<file path="src/core/bsd_regs.vh">
// Constants of the boot strap option decoder: bus offsets, fields,
// reset values and counts. Included by the design files, defines only.
`ifndef BSD_REGS_VH
`define BSD_REGS_VH

// Register byte offsets on the AXI4-Lite bus
`define BSD_OFF_GEN      8'h00
`define BSD_OFF_ARB      8'h04
`define BSD_OFF_B0CTRL   8'h08
`define BSD_OFF_B0ADDR   8'h0c
`define BSD_OFF_STRAP    8'h10

// Register select codes
`define BSD_SEL_GEN      3'h0
`define BSD_SEL_ARB      3'h1
`define BSD_SEL_B0CTRL   3'h2
`define BSD_SEL_B0ADDR   3'h3
`define BSD_SEL_STRAP    3'h4
`define BSD_SEL_NONE     3'h7

// Bus responses
`define BSD_RESP_OKAY    2'b00
`define BSD_RESP_DECERR  2'b11
`define BSD_STRB_ALL     4'hf

// Strap bit positions, bit n is strap pin n
`define BSD_S_PLL        0
`define BSD_S_RE         1
`define BSD_S_ARB_HI     2
`define BSD_S_ARB_LO     3
`define BSD_S_ROLE       4
`define BSD_S_PORT       5
`define BSD_S_WID_HI     6
`define BSD_S_WID_LO     7

// Address multiplexing presets and width codes
`define BSD_MUX_PINS     2'b11
`define BSD_MUX_SDRAM    2'b01
`define BSD_WID_8        2'b00
`define BSD_WID_16       2'b01
`define BSD_WID_32       2'b10
`define BSD_WID_64       2'b11

// Arbiter channel enable sets
`define BSD_ARB_NONE     4'h0
`define BSD_ARB_01       4'h3
`define BSD_ARB_012      4'h7
`define BSD_ARB_0123     4'hf

// Bank 0 base address preset
`define BSD_B0_BASE      24'hfff001

// Field positions in the bank 0 registers
`define BSD_F_PORT       0
`define BSD_F_RE         1
`define BSD_F_WID        3:2
`define BSD_F_EN         0
`define BSD_F_MUX        2:1
`define BSD_F_BASE       31:8

// Strap hold time before power-on release, in bus clocks
`define BSD_STABLE_CLKS  4'ha
`define BSD_CNT_ZERO     4'h0
`define BSD_CNT_ONE      4'h1

`endif

</file>
<file path="src/core/bsd_top.v">
// Boot strap option decoder: latches power-up straps, presets boot ROM
// bank 0, PLL, arbiter and reset configuration role; AXI4-Lite slave.
// Assumes straps and reset pins are asynchronous, ROM bus synchronous.
//
// Our own choices: register access over AXI4-Lite and the placing of the registers.
`timescale 1ns/100ps
`include "bsd_regs.vh"

module bsd_top (
    input  wire        CLK_I,
    input  wire        RST_N_I,
    input  wire [7:0]  BOOT_STRAP_PINS_I,
    input  wire        POWER_ON_RESET_N_I,
    input  wire        HARD_RESET_N_I,
    input  wire        CFG_WORD_VALID_I,
    input  wire [31:0] CFG_WORD_I,
    input  wire        ROM_REQ_I,
    input  wire [31:0] ROM_ADDR_I,
    input  wire        ROM_READY_IN_I,
    input  wire [7:0]  ROM_PIN_DATA_I,
    input  wire [63:0] SDRAM_DATA_BUS_I,
    output wire        BOOT_CHIP_SELECT0_O,
    output wire        ROM_ACK_O,
    output wire        ROM_MISS_O,
    output wire [63:0] ROM_DATA_O,
    output reg         PLL_ON_O,
    output reg  [3:0]  ARB_CH_EN_O,
    output reg         PARITY_DIS_O,
    output reg         CFG_ROLE_SLAVE_O,
    output reg  [2:0]  CFG_ADDR_LINE_O,
    output reg         CONFIG_DONE_O,
    input  wire [31:0] AXI_AWADDR_I,
    input  wire        AXI_AWVALID_I,
    output reg         AXI_AWREADY_O,
    input  wire [31:0] AXI_WDATA_I,
    input  wire [3:0]  AXI_WSTRB_I,
    input  wire        AXI_WVALID_I,
    output reg         AXI_WREADY_O,
    output reg  [1:0]  AXI_BRESP_O,
    output reg         AXI_BVALID_O,
    input  wire        AXI_BREADY_I,
    input  wire [31:0] AXI_ARADDR_I,
    input  wire        AXI_ARVALID_I,
    output reg         AXI_ARREADY_O,
    output reg  [31:0] AXI_RDATA_O,
    output reg  [1:0]  AXI_RRESP_O,
    output reg         AXI_RVALID_O,
    input  wire        AXI_RREADY_I
);
    // Register index from a byte address, shared by both bus paths
    function [2:0] reg_sel;
        input [31:0] a;
        begin
            case (a[7:0])
                `BSD_OFF_GEN:    reg_sel = `BSD_SEL_GEN;
                `BSD_OFF_ARB:    reg_sel = `BSD_SEL_ARB;
                `BSD_OFF_B0CTRL: reg_sel = `BSD_SEL_B0CTRL;
                `BSD_OFF_B0ADDR: reg_sel = `BSD_SEL_B0ADDR;
                `BSD_OFF_STRAP:  reg_sel = `BSD_SEL_STRAP;
                default:         reg_sel = `BSD_SEL_NONE;
            endcase
            if (a[31:8] != 24'h0) begin
                reg_sel = `BSD_SEL_NONE;
            end
        end
    endfunction

    wire [7:0]  strap_sync;
    wire        por_n_sync;
    wire        hrst_n_sync;
    wire        ready_sync;

    reg  [7:0]  strap_reg;
    reg  [7:0]  strap_last_reg;
    reg  [3:0]  stable_cnt_reg;
    reg         stable_reg;
    reg         por_prev_reg;
    reg         hrst_prev_reg;
    reg         cfg_ovr_reg;

    reg         port_reg;
    reg         re_reg;
    reg  [1:0]  width_reg;
    reg         enable_reg;
    reg  [1:0]  mux_reg;
    reg  [23:0] base_reg;

    reg         aw_hold_reg;
    reg  [31:0] awaddr_reg;
    reg         w_hold_reg;
    reg  [31:0] wdata_reg;
    reg  [3:0]  wstrb_reg;

    wire        dps;
    wire [1:0]  wid;
    wire        rom_off;
    wire [1:0]  arb_code;
    reg  [3:0]  arb_en;
    wire        hrst_rise;
    wire        do_write;
    wire [2:0]  wsel;
    wire        wfull;
    reg  [31:0] rd_word;
    reg         rd_hit;
    integer     i;

    bsd_sync3 #(
        .W (11)
    ) u_sync (
        .clk_i     (CLK_I),
        .rst_n_i   (RST_N_I),
        .d_i       ({ROM_READY_IN_I, HARD_RESET_N_I,
                     POWER_ON_RESET_N_I, BOOT_STRAP_PINS_I}),
        .rst_val_i (11'h000),
        .q_o       ({ready_sync, hrst_n_sync, por_n_sync, strap_sync})
    );

    bsd_rom_gate u_rom (
        .clk_i      (CLK_I),
        .rst_n_i    (RST_N_I),
        .req_i      (ROM_REQ_I),
        .addr_i     (ROM_ADDR_I),
        .enable_i   (enable_reg),
        .base_i     (base_reg),
        .port_i     (port_reg),
        .width_i    (width_reg),
        .re_i       (re_reg),
        .ready_i    (ready_sync),
        .pin_data_i (ROM_PIN_DATA_I),
        .sd_data_i  (SDRAM_DATA_BUS_I),
        .cs_o       (BOOT_CHIP_SELECT0_O),
        .ack_o      (ROM_ACK_O),
        .miss_o     (ROM_MISS_O),
        .data_o     (ROM_DATA_O)
    );

    // Decode of the latched strap byte
    assign dps      = strap_reg[`BSD_S_PORT];
    assign wid      = {strap_reg[`BSD_S_WID_HI], strap_reg[`BSD_S_WID_LO]};
    assign rom_off  = !dps && (wid == `BSD_WID_16);
    assign arb_code = {strap_reg[`BSD_S_ARB_HI], strap_reg[`BSD_S_ARB_LO]};
    assign hrst_rise = hrst_n_sync && !hrst_prev_reg;

    always @* begin
        case (arb_code)
            2'b00:   arb_en = `BSD_ARB_NONE;
            2'b01:   arb_en = `BSD_ARB_01;
            2'b10:   arb_en = `BSD_ARB_012;
            default: arb_en = `BSD_ARB_0123;
        endcase
    end

    // Strap capture while power-on reset is low, word overwrite after
    always @(posedge CLK_I) begin
        if (!RST_N_I) begin
            strap_reg      <= 8'h00;
            strap_last_reg <= 8'h00;
            stable_cnt_reg <= `BSD_CNT_ZERO;
            stable_reg     <= 1'b0;
            por_prev_reg   <= 1'b0;
            hrst_prev_reg  <= 1'b0;
            cfg_ovr_reg    <= 1'b0;
        end else begin
            por_prev_reg   <= por_n_sync;
            hrst_prev_reg  <= hrst_n_sync;
            strap_last_reg <= strap_sync;
            if (!por_n_sync) begin
                strap_reg   <= strap_sync;
                cfg_ovr_reg <= 1'b0;
                // Hold check only flags a short hold, it never blocks
                if (strap_sync != strap_last_reg) begin
                    stable_cnt_reg <= `BSD_CNT_ONE;
                end else if (stable_cnt_reg != `BSD_STABLE_CLKS) begin
                    stable_cnt_reg <= stable_cnt_reg + `BSD_CNT_ONE;
                end
            end else if (!hrst_n_sync && CFG_WORD_VALID_I) begin
                // Word bit 7 lands on strap 0, bit 0 on strap 7
                for (i = 0; i < 8; i = i + 1) begin
                    strap_reg[i] <= CFG_WORD_I[7-i];
                end
                cfg_ovr_reg <= 1'b1;
            end
            if (!por_n_sync) begin
                stable_reg <= 1'b0;
            end else if (!por_prev_reg) begin
                stable_reg <= (stable_cnt_reg == `BSD_STABLE_CLKS);
            end
        end
    end

    // Bus write path
    assign do_write = aw_hold_reg && w_hold_reg && !AXI_BVALID_O;
    assign wsel     = reg_sel(awaddr_reg);
    assign wfull    = (wstrb_reg == `BSD_STRB_ALL);

    // Option fields load at hard reset release; that load beats a write
    always @(posedge CLK_I) begin
        if (!RST_N_I) begin
            port_reg         <= 1'b0;
            re_reg           <= 1'b0;
            width_reg        <= `BSD_WID_8;
            enable_reg       <= 1'b0;
            mux_reg          <= `BSD_MUX_PINS;
            base_reg         <= `BSD_B0_BASE;
            PLL_ON_O         <= 1'b0;
            ARB_CH_EN_O      <= `BSD_ARB_NONE;
            PARITY_DIS_O     <= 1'b0;
            CFG_ROLE_SLAVE_O <= 1'b0;
            CFG_ADDR_LINE_O  <= 3'h0;
            CONFIG_DONE_O    <= 1'b0;
        end else if (!hrst_n_sync) begin
            CONFIG_DONE_O <= 1'b0;
        end else if (hrst_rise) begin
            port_reg         <= dps;
            mux_reg          <= dps ? `BSD_MUX_SDRAM : `BSD_MUX_PINS;
            re_reg           <= strap_reg[`BSD_S_RE];
            width_reg        <= wid;
            enable_reg       <= !rom_off;
            base_reg         <= `BSD_B0_BASE;
            PLL_ON_O         <= !strap_reg[`BSD_S_PLL];
            ARB_CH_EN_O      <= arb_en;
            PARITY_DIS_O     <= arb_code[1];
            CFG_ROLE_SLAVE_O <= strap_reg[`BSD_S_ROLE];
            CFG_ADDR_LINE_O  <= {strap_reg[`BSD_S_WID_LO],
                                 strap_reg[`BSD_S_WID_HI], dps};
            CONFIG_DONE_O    <= 1'b1;
        end else if (do_write && wfull) begin
            if (wsel == `BSD_SEL_B0CTRL) begin
                port_reg  <= wdata_reg[`BSD_F_PORT];
                mux_reg   <= wdata_reg[`BSD_F_PORT] ? `BSD_MUX_SDRAM
                                                    : `BSD_MUX_PINS;
                re_reg    <= wdata_reg[`BSD_F_RE];
                width_reg <= wdata_reg[`BSD_F_WID];
            end else if (wsel == `BSD_SEL_B0ADDR) begin
                enable_reg <= wdata_reg[`BSD_F_EN];
                mux_reg    <= wdata_reg[`BSD_F_MUX];
                base_reg   <= wdata_reg[`BSD_F_BASE];
            end
        end
    end

    always @(posedge CLK_I) begin
        if (!RST_N_I) begin
            aw_hold_reg   <= 1'b0;
            awaddr_reg    <= 32'h0;
            w_hold_reg    <= 1'b0;
            wdata_reg     <= 32'h0;
            wstrb_reg     <= 4'h0;
            AXI_AWREADY_O <= 1'b1;
            AXI_WREADY_O  <= 1'b1;
            AXI_BVALID_O  <= 1'b0;
            AXI_BRESP_O   <= `BSD_RESP_OKAY;
        end else begin
            if (AXI_AWVALID_I && AXI_AWREADY_O) begin
                aw_hold_reg   <= 1'b1;
                awaddr_reg    <= AXI_AWADDR_I;
                AXI_AWREADY_O <= 1'b0;
            end
            if (AXI_WVALID_I && AXI_WREADY_O) begin
                w_hold_reg   <= 1'b1;
                wdata_reg    <= AXI_WDATA_I;
                wstrb_reg    <= AXI_WSTRB_I;
                AXI_WREADY_O <= 1'b0;
            end
            if (do_write) begin
                aw_hold_reg  <= 1'b0;
                w_hold_reg   <= 1'b0;
                AXI_BVALID_O <= 1'b1;
                AXI_BRESP_O  <= (wsel == `BSD_SEL_NONE) ? `BSD_RESP_DECERR
                                                        : `BSD_RESP_OKAY;
            end
            if (AXI_BVALID_O && AXI_BREADY_I) begin
                AXI_BVALID_O  <= 1'b0;
                AXI_AWREADY_O <= 1'b1;
                AXI_WREADY_O  <= 1'b1;
            end
        end
    end

    // Read mux; general and arbiter fields are read-only status, bank 0 fields are writable
    always @* begin
        rd_word = 32'h0;
        rd_hit  = 1'b1;
        case (reg_sel(AXI_ARADDR_I))
            `BSD_SEL_GEN: begin
                rd_word[0]   = PLL_ON_O;
                rd_word[1]   = CFG_ROLE_SLAVE_O;
                rd_word[4:2] = CFG_ADDR_LINE_O;
                rd_word[5]   = CONFIG_DONE_O;
            end
            `BSD_SEL_ARB: begin
                rd_word[3:0] = ARB_CH_EN_O;
                rd_word[4]   = PARITY_DIS_O;
            end
            `BSD_SEL_B0CTRL: begin
                rd_word[`BSD_F_PORT] = port_reg;
                rd_word[`BSD_F_RE]   = re_reg;
                rd_word[`BSD_F_WID]  = width_reg;
            end
            `BSD_SEL_B0ADDR: begin
                rd_word[`BSD_F_EN]   = enable_reg;
                rd_word[`BSD_F_MUX]  = mux_reg;
                rd_word[`BSD_F_BASE] = base_reg;
            end
            `BSD_SEL_STRAP: begin
                rd_word[7:0] = strap_reg;
                rd_word[8]   = stable_reg;
                rd_word[9]   = cfg_ovr_reg;
            end
            default: rd_hit = 1'b0;
        endcase
    end

    always @(posedge CLK_I) begin
        if (!RST_N_I) begin
            AXI_ARREADY_O <= 1'b1;
            AXI_RVALID_O  <= 1'b0;
            AXI_RDATA_O   <= 32'h0;
            AXI_RRESP_O   <= `BSD_RESP_OKAY;
        end else if (AXI_ARVALID_I && AXI_ARREADY_O) begin
            AXI_ARREADY_O <= 1'b0;
            AXI_RVALID_O  <= 1'b1;
            AXI_RDATA_O   <= rd_word;
            AXI_RRESP_O   <= rd_hit ? `BSD_RESP_OKAY : `BSD_RESP_DECERR;
        end else if (AXI_RVALID_O && AXI_RREADY_I) begin
            AXI_RVALID_O  <= 1'b0;
            AXI_ARREADY_O <= 1'b1;
        end
    end
endmodule // bsd_top

</file>
<file path="src/core/bsd_sync3.v">
// Three-stage input synchroniser with agreement filter.
// Assumes inputs come from pins outside the CLK_I domain.
`timescale 1ns/100ps
`include "bsd_regs.vh"

module bsd_sync3 #(
    parameter W = 1
) (
    input  wire         clk_i,
    input  wire         rst_n_i,
    input  wire [W-1:0] d_i,
    input  wire [W-1:0] rst_val_i,
    output reg  [W-1:0] q_o
);
    reg [W-1:0] ff1_reg;
    reg [W-1:0] ff2_reg;
    reg [W-1:0] ff3_reg;
    genvar g;

    always @(posedge clk_i) begin
        ff1_reg <= d_i;
        ff2_reg <= ff1_reg;
        ff3_reg <= ff2_reg;
    end

    // Each bit moves only when stages two and three agree
    generate
        for (g = 0; g < W; g = g + 1) begin : g_bit
            always @(posedge clk_i) begin
                if (!rst_n_i) begin
                    q_o[g] <= rst_val_i[g];
                end else if (ff2_reg[g] == ff3_reg[g]) begin
                    q_o[g] <= ff3_reg[g];
                end
            end
        end
    endgenerate
endmodule // bsd_sync3

</file>
<file path="src/core/bsd_rom_gate.v">
// Boot ROM bank 0 access gate: decode, chip select, ready wait, lanes.
// Assumes requests and ROM data are synchronous to clk_i.
`timescale 1ns/100ps
`include "bsd_regs.vh"

module bsd_rom_gate (
    input  wire        clk_i,
    input  wire        rst_n_i,
    input  wire        req_i,
    input  wire [31:0] addr_i,
    input  wire        enable_i,
    input  wire [23:0] base_i,
    input  wire        port_i,
    input  wire [1:0]  width_i,
    input  wire        re_i,
    input  wire        ready_i,
    input  wire [7:0]  pin_data_i,
    input  wire [63:0] sd_data_i,
    output reg         cs_o,
    output reg         ack_o,
    output reg         miss_o,
    output reg  [63:0] data_o
);
    wire        hit;
    reg  [63:0] lane_data;

    // Disabled bank answers nothing at or above its base
    assign hit = enable_i && (addr_i[31:8] >= base_i);

    always @* begin
        lane_data = 64'h0;
        if (!port_i) begin
            lane_data = {56'h0, pin_data_i};
        end else begin
            case (width_i)
                `BSD_WID_8:  lane_data = {56'h0, sd_data_i[7:0]};
                `BSD_WID_16: lane_data = {48'h0, sd_data_i[15:0]};
                `BSD_WID_32: lane_data = {32'h0, sd_data_i[31:0]};
                default:     lane_data = sd_data_i;
            endcase
        end
    end

    always @(posedge clk_i) begin
        if (!rst_n_i) begin
            cs_o   <= 1'b0;
            ack_o  <= 1'b0;
            miss_o <= 1'b0;
            data_o <= 64'h0;
        end else begin
            ack_o  <= 1'b0;
            miss_o <= 1'b0;
            if (cs_o) begin
                // Without throttling the ready pin is ignored
                if (!re_i || ready_i) begin
                    cs_o   <= 1'b0;
                    ack_o  <= 1'b1;
                    data_o <= lane_data;
                end
            end else if (req_i && !ack_o && !miss_o) begin
                if (hit) begin
                    cs_o <= 1'b1;
                end else begin
                    miss_o <= 1'b1;
                end
            end
        end
    end
endmodule // bsd_rom_gate

</file>
<file path="config.mk">
export PLATFORM = sky130hd
export DESIGN_NAME = bsd_top
export DESIGN_NICKNAME = d
export VERILOG_FILES = /design/src/core/bsd_top.v /design/src/core/bsd_sync3.v /design/src/core/bsd_rom_gate.v
export VERILOG_INCLUDE_DIRS = /design/src /design/src/core
export SDC_FILE = /design/constraint.sdc
export NUM_CORES = 1
export LEC_CHECK = 0
export BUFFER_PORTS_ARGS = -buffer_cell sky130_fd_sc_hd__buf_2
export CAP_MARGIN = 20
export CORE_AREA = 2 2 201 124
export CTS_CLUSTER_DIAMETER = 200
export CTS_CLUSTER_SIZE = 30
export DETAILED_ROUTE_END_ITERATION = 16
export DIE_AREA = 0 0 203 126
export PLACE_DENSITY = 0.75
export SYNTH_ARGS = -nofsm -noshare
export SYNTH_HDL_FRONTEND = slang
export SYNTH_SLANG_ARGS = --single-unit
export TNS_END_PERCENT = 30
</file>
<file path="constraint.sdc">
create_clock -name CLK_I -period 2 [get_ports CLK_I]
set_input_delay 0.2 -clock CLK_I [delete_from_list [all_inputs] [get_ports CLK_I]]
set_output_delay 0.2 -clock CLK_I [all_outputs]
set_load 0.01 [all_outputs]
</file>
==> results_dict.tcl <==
set metrics [dict create \
    status "finished, violations left" \
    violations "setup timing" \
    tightest_slew_ns 0.512 \
    critPathRequiredTime_ns 2.37 \
    tns_ns -0.0317 \
    rsz0062_at_grt "true" \
    io_pins 375 \
    synth.net_count 1366 \
    criticalPathCategory "reg2reg" \
    postSynthCellCount 1084 \
    clockBufferDepth 3 \
    multi_input_area_um2 4330 \
    largest_reg_flops 64 \
    syn2layout_area_growth_pct 40.6 \
    yosys.cell_types.count 55 \
    cts_tree "built" \
    fin_cells 1885 \
    numClockSinks 281 \
    remaining_drc_errors 0 \
    dieArea_um2 25600 \
    postLayoutSetupSlackWorst_ns -0.0317 \
    syn_area_um2 10200 \
    drtIter0Drc 738 \
    rr_worst_depth 6 \
    antenna_found_initial 4 \
    relSlewSlack 0.654 \
    filler_cell_count 1985 \
    r2r_end "base_reg[9]$_SDFFE_PN0P_" \
    clock-skew-final_ns 0.0230 \
    r2r-start "awaddr_reg[17]$_SDFFE_PN0P_" \
    grt_usage 0.255 \
    cts.clk_slew.worst_paths_ns 0.12 \
    rows 44 \
    ant_nets 0 \
    drv_slew 0 \
    drt-pass1-iter-count 9 \
    synth_edf_count 0 \
    final_layout_size_suffix_gt1_frac 0.273 \
    regArea_um2 5630 \
    place_area_um2 12400 \
    core-area_um2 23700 \
    layout_min_cycle_time_ns 2.03 \
    critPathCapture "base_reg[9]$_SDFFE_PN0P_" \
    cts_max_level 1 \
    rrSetupSlack_ns -0.03 \
    die-height_um 126 \
    postSynthAreaPerCell_um2 9.45 \
    hold_path_class "in2reg" \
    fin_nets 1841 \
    power_density_nw_per_um2 701 \
    grt_pass1_vias 9717 \
    cts_buffers 13 \
    vias 9926 \
    start_util 0.432 \
    ir_worst_vdd_mv 0.485 \
    grt_first_pass_wirelength_um 52000 \
    yosysTopAreaCellShare 0.549 \
    hold_viol 0 \
    place_congestion 0.899 \
    grt_overflow 0 \
    clk_latency_ns 0.50 \
    startpoint "awaddr_reg[17]$_SDFFE_PN0P_" \
    synth-async-reset-ratio 0 \
    synthTopCellsByArea "dfxtp_1 55%, nand2_1 7.1%, a21oi_1 5.1%, a22o_1 4.8%, mux2i_1 4.4%" \
    final_common_cell "buf_2" \
    crit_arrival_ns 2.40 \
    yosysSeqAreaShare 0.549 \
    yosysWarnings 0 \
    maxCapViolations 0 \
    period_share 1.02 \
    final_area_um2 14400 \
    synth.ff_latch_count 281 \
    finalWirelength_um 34200 \
    die_w_um 203 \
    via_per_inst 5.27 \
    root_buffer "clkbuf_16" \
    power.leakage_nw 6.57 \
    io_buffers 338 \
    grt_start_max_net_pins 66 \
    endpoint_kind "register" \
    finalCoreUtilization 0.607 \
    critPathMaxFanout 26 \
    synthFlopType "dfxtp_1" \
    dp_cells 1717 \
    clock.fmax_mhz 492 \
    final_cell_mix "338 x buf_2, 276 x dfxtp_1, 195 x nand2_1, 148 x dlygate4sd3_1, 103 x a21oi_1" \
    synth_top_cell_by_area "dfxtp_1" \
    setup_violations 1 \
    post_drt_wl_per_cell_um 18.1 \
    startpoint_type "register" \
    hpwlAfterDp_um 23200 \
]
==> layout make-up <==
| cell class | count | share of cell area |
|---|---|---|
| sequential | 281 | 0.391 |
| multi-input combinational | 697 | 0.300 |
| timing repair buffer | 529 | 0.246 |
| tap | 322 | 0.0280 |
| clock buffer | 13 | 0.0226 |
| inverter | 37 | 0.00981 |
| clock inverter | 2 | 0.00200 |
| antenna | 4 | 0.000695 |
==> power by group <==
group	total, mW	internal (mW)	switching [mW]
Sequential	5.91	5.77	0.136
Combinational	1.19	0.600	0.590
Clock	3.00	1.22	1.77
==> Yosys cell counts (10+ instances only) <==
cell,number
o21ai_1,10
nand4_1,13
a21oi_1,104
a211oi_1,15
a22o_1,56
nor3_1,12
clkbuf_1,48
mux2i_1,45
ha_1,26
a22oi_1,24
nor2_1,61
nand2_1,195
inv_1,35
dfxtp_1,281
nor4_1,15
and2_1,13
buf_2,12
o21ai_0,33
==> worst min-delay path by stage <==
stage                               from                      endpoint  slack (ns)  depth (start not counted)
floorplan           BOOT_STRAP_PINS_I[0]     u_sync.ff1_reg[0]$_DFF_P_        0.23                          0
global placement    BOOT_STRAP_PINS_I[6]     u_sync.ff1_reg[6]$_DFF_P_        0.30                          1
detailed placement  BOOT_STRAP_PINS_I[3]     u_sync.ff1_reg[3]$_DFF_P_        0.30                          1
CTS                  SDRAM_DATA_BUS_I[3]  u_rom.data_o[3]$_SDFFE_PN0P_       0.001                          3
global route         SDRAM_DATA_BUS_I[7]  u_rom.data_o[7]$_SDFFE_PN0P_        0.04                          3
finish               SDRAM_DATA_BUS_I[7]  u_rom.data_o[7]$_SDFFE_PN0P_        0.03                          3
==> cell families (layout without fill, tap and decap cells) <==
kind of cell / Yosys count / count (layout) / synth area share
compound gates: 268 / 268 / 0.169
fa+ha+maj: 26 / 26 / 0.0317
buf+inv: 106 / 581 / 0.0418
xor+xnor: 10 / 10 / 0.00855
mux: 49 / 49 / 0.0516
simple gates: 344 / 344 / 0.148
other cells: 0 / 4 / 0
flops: 281 / 281 / 0.549
==> layer usage <==
layer / share of wire / wire length (um) / GRT usage
met4: 0.036 / 1230 / 0.0927
met5: 0 / 0 / 0
met1: 0.43 / 14800 / 0.338
met3: 0.076 / 2590 / 0.0492
met2: 0.46 / 15600 / 0.417
==> what timing repair did <==
item	CTS	global route
hold buffers	148	0
pin swaps	2	12
endpoints found under the setup margin	6	31
setup buffers	0	1
hold endpoints to repair	143	0
gates resized for setup	7	17
==> critical path: stages, from the launching register on <==
cell and delay (ns):
dfxtp_1 0.34, nor4_2 0.29, nand4_1 0.26, a2111o_1 0.50, buf_12 0.20, mux2i_2 0.21
nor2_1 0.07
==> through the flow <==
| stage | power (mW) | worst slack [ns] | hold slack (ns) |
|---|---|---|---|
| detailed placement | 6.93 | -0.0972 | 0.304 |
| global placement | 6.90 | -0.0876 | 0.303 |
| finish | 10.1 | -0.0317 | 0.0324 |
| global route | 10.5 | -0.0824 | 0.0355 |
| CTS | 10.1 | 0.00132 | 0.00126 |
| floorplan | 6.46 | 0.0389 | 0.228 |
Power figures use the tool's default switching activity.
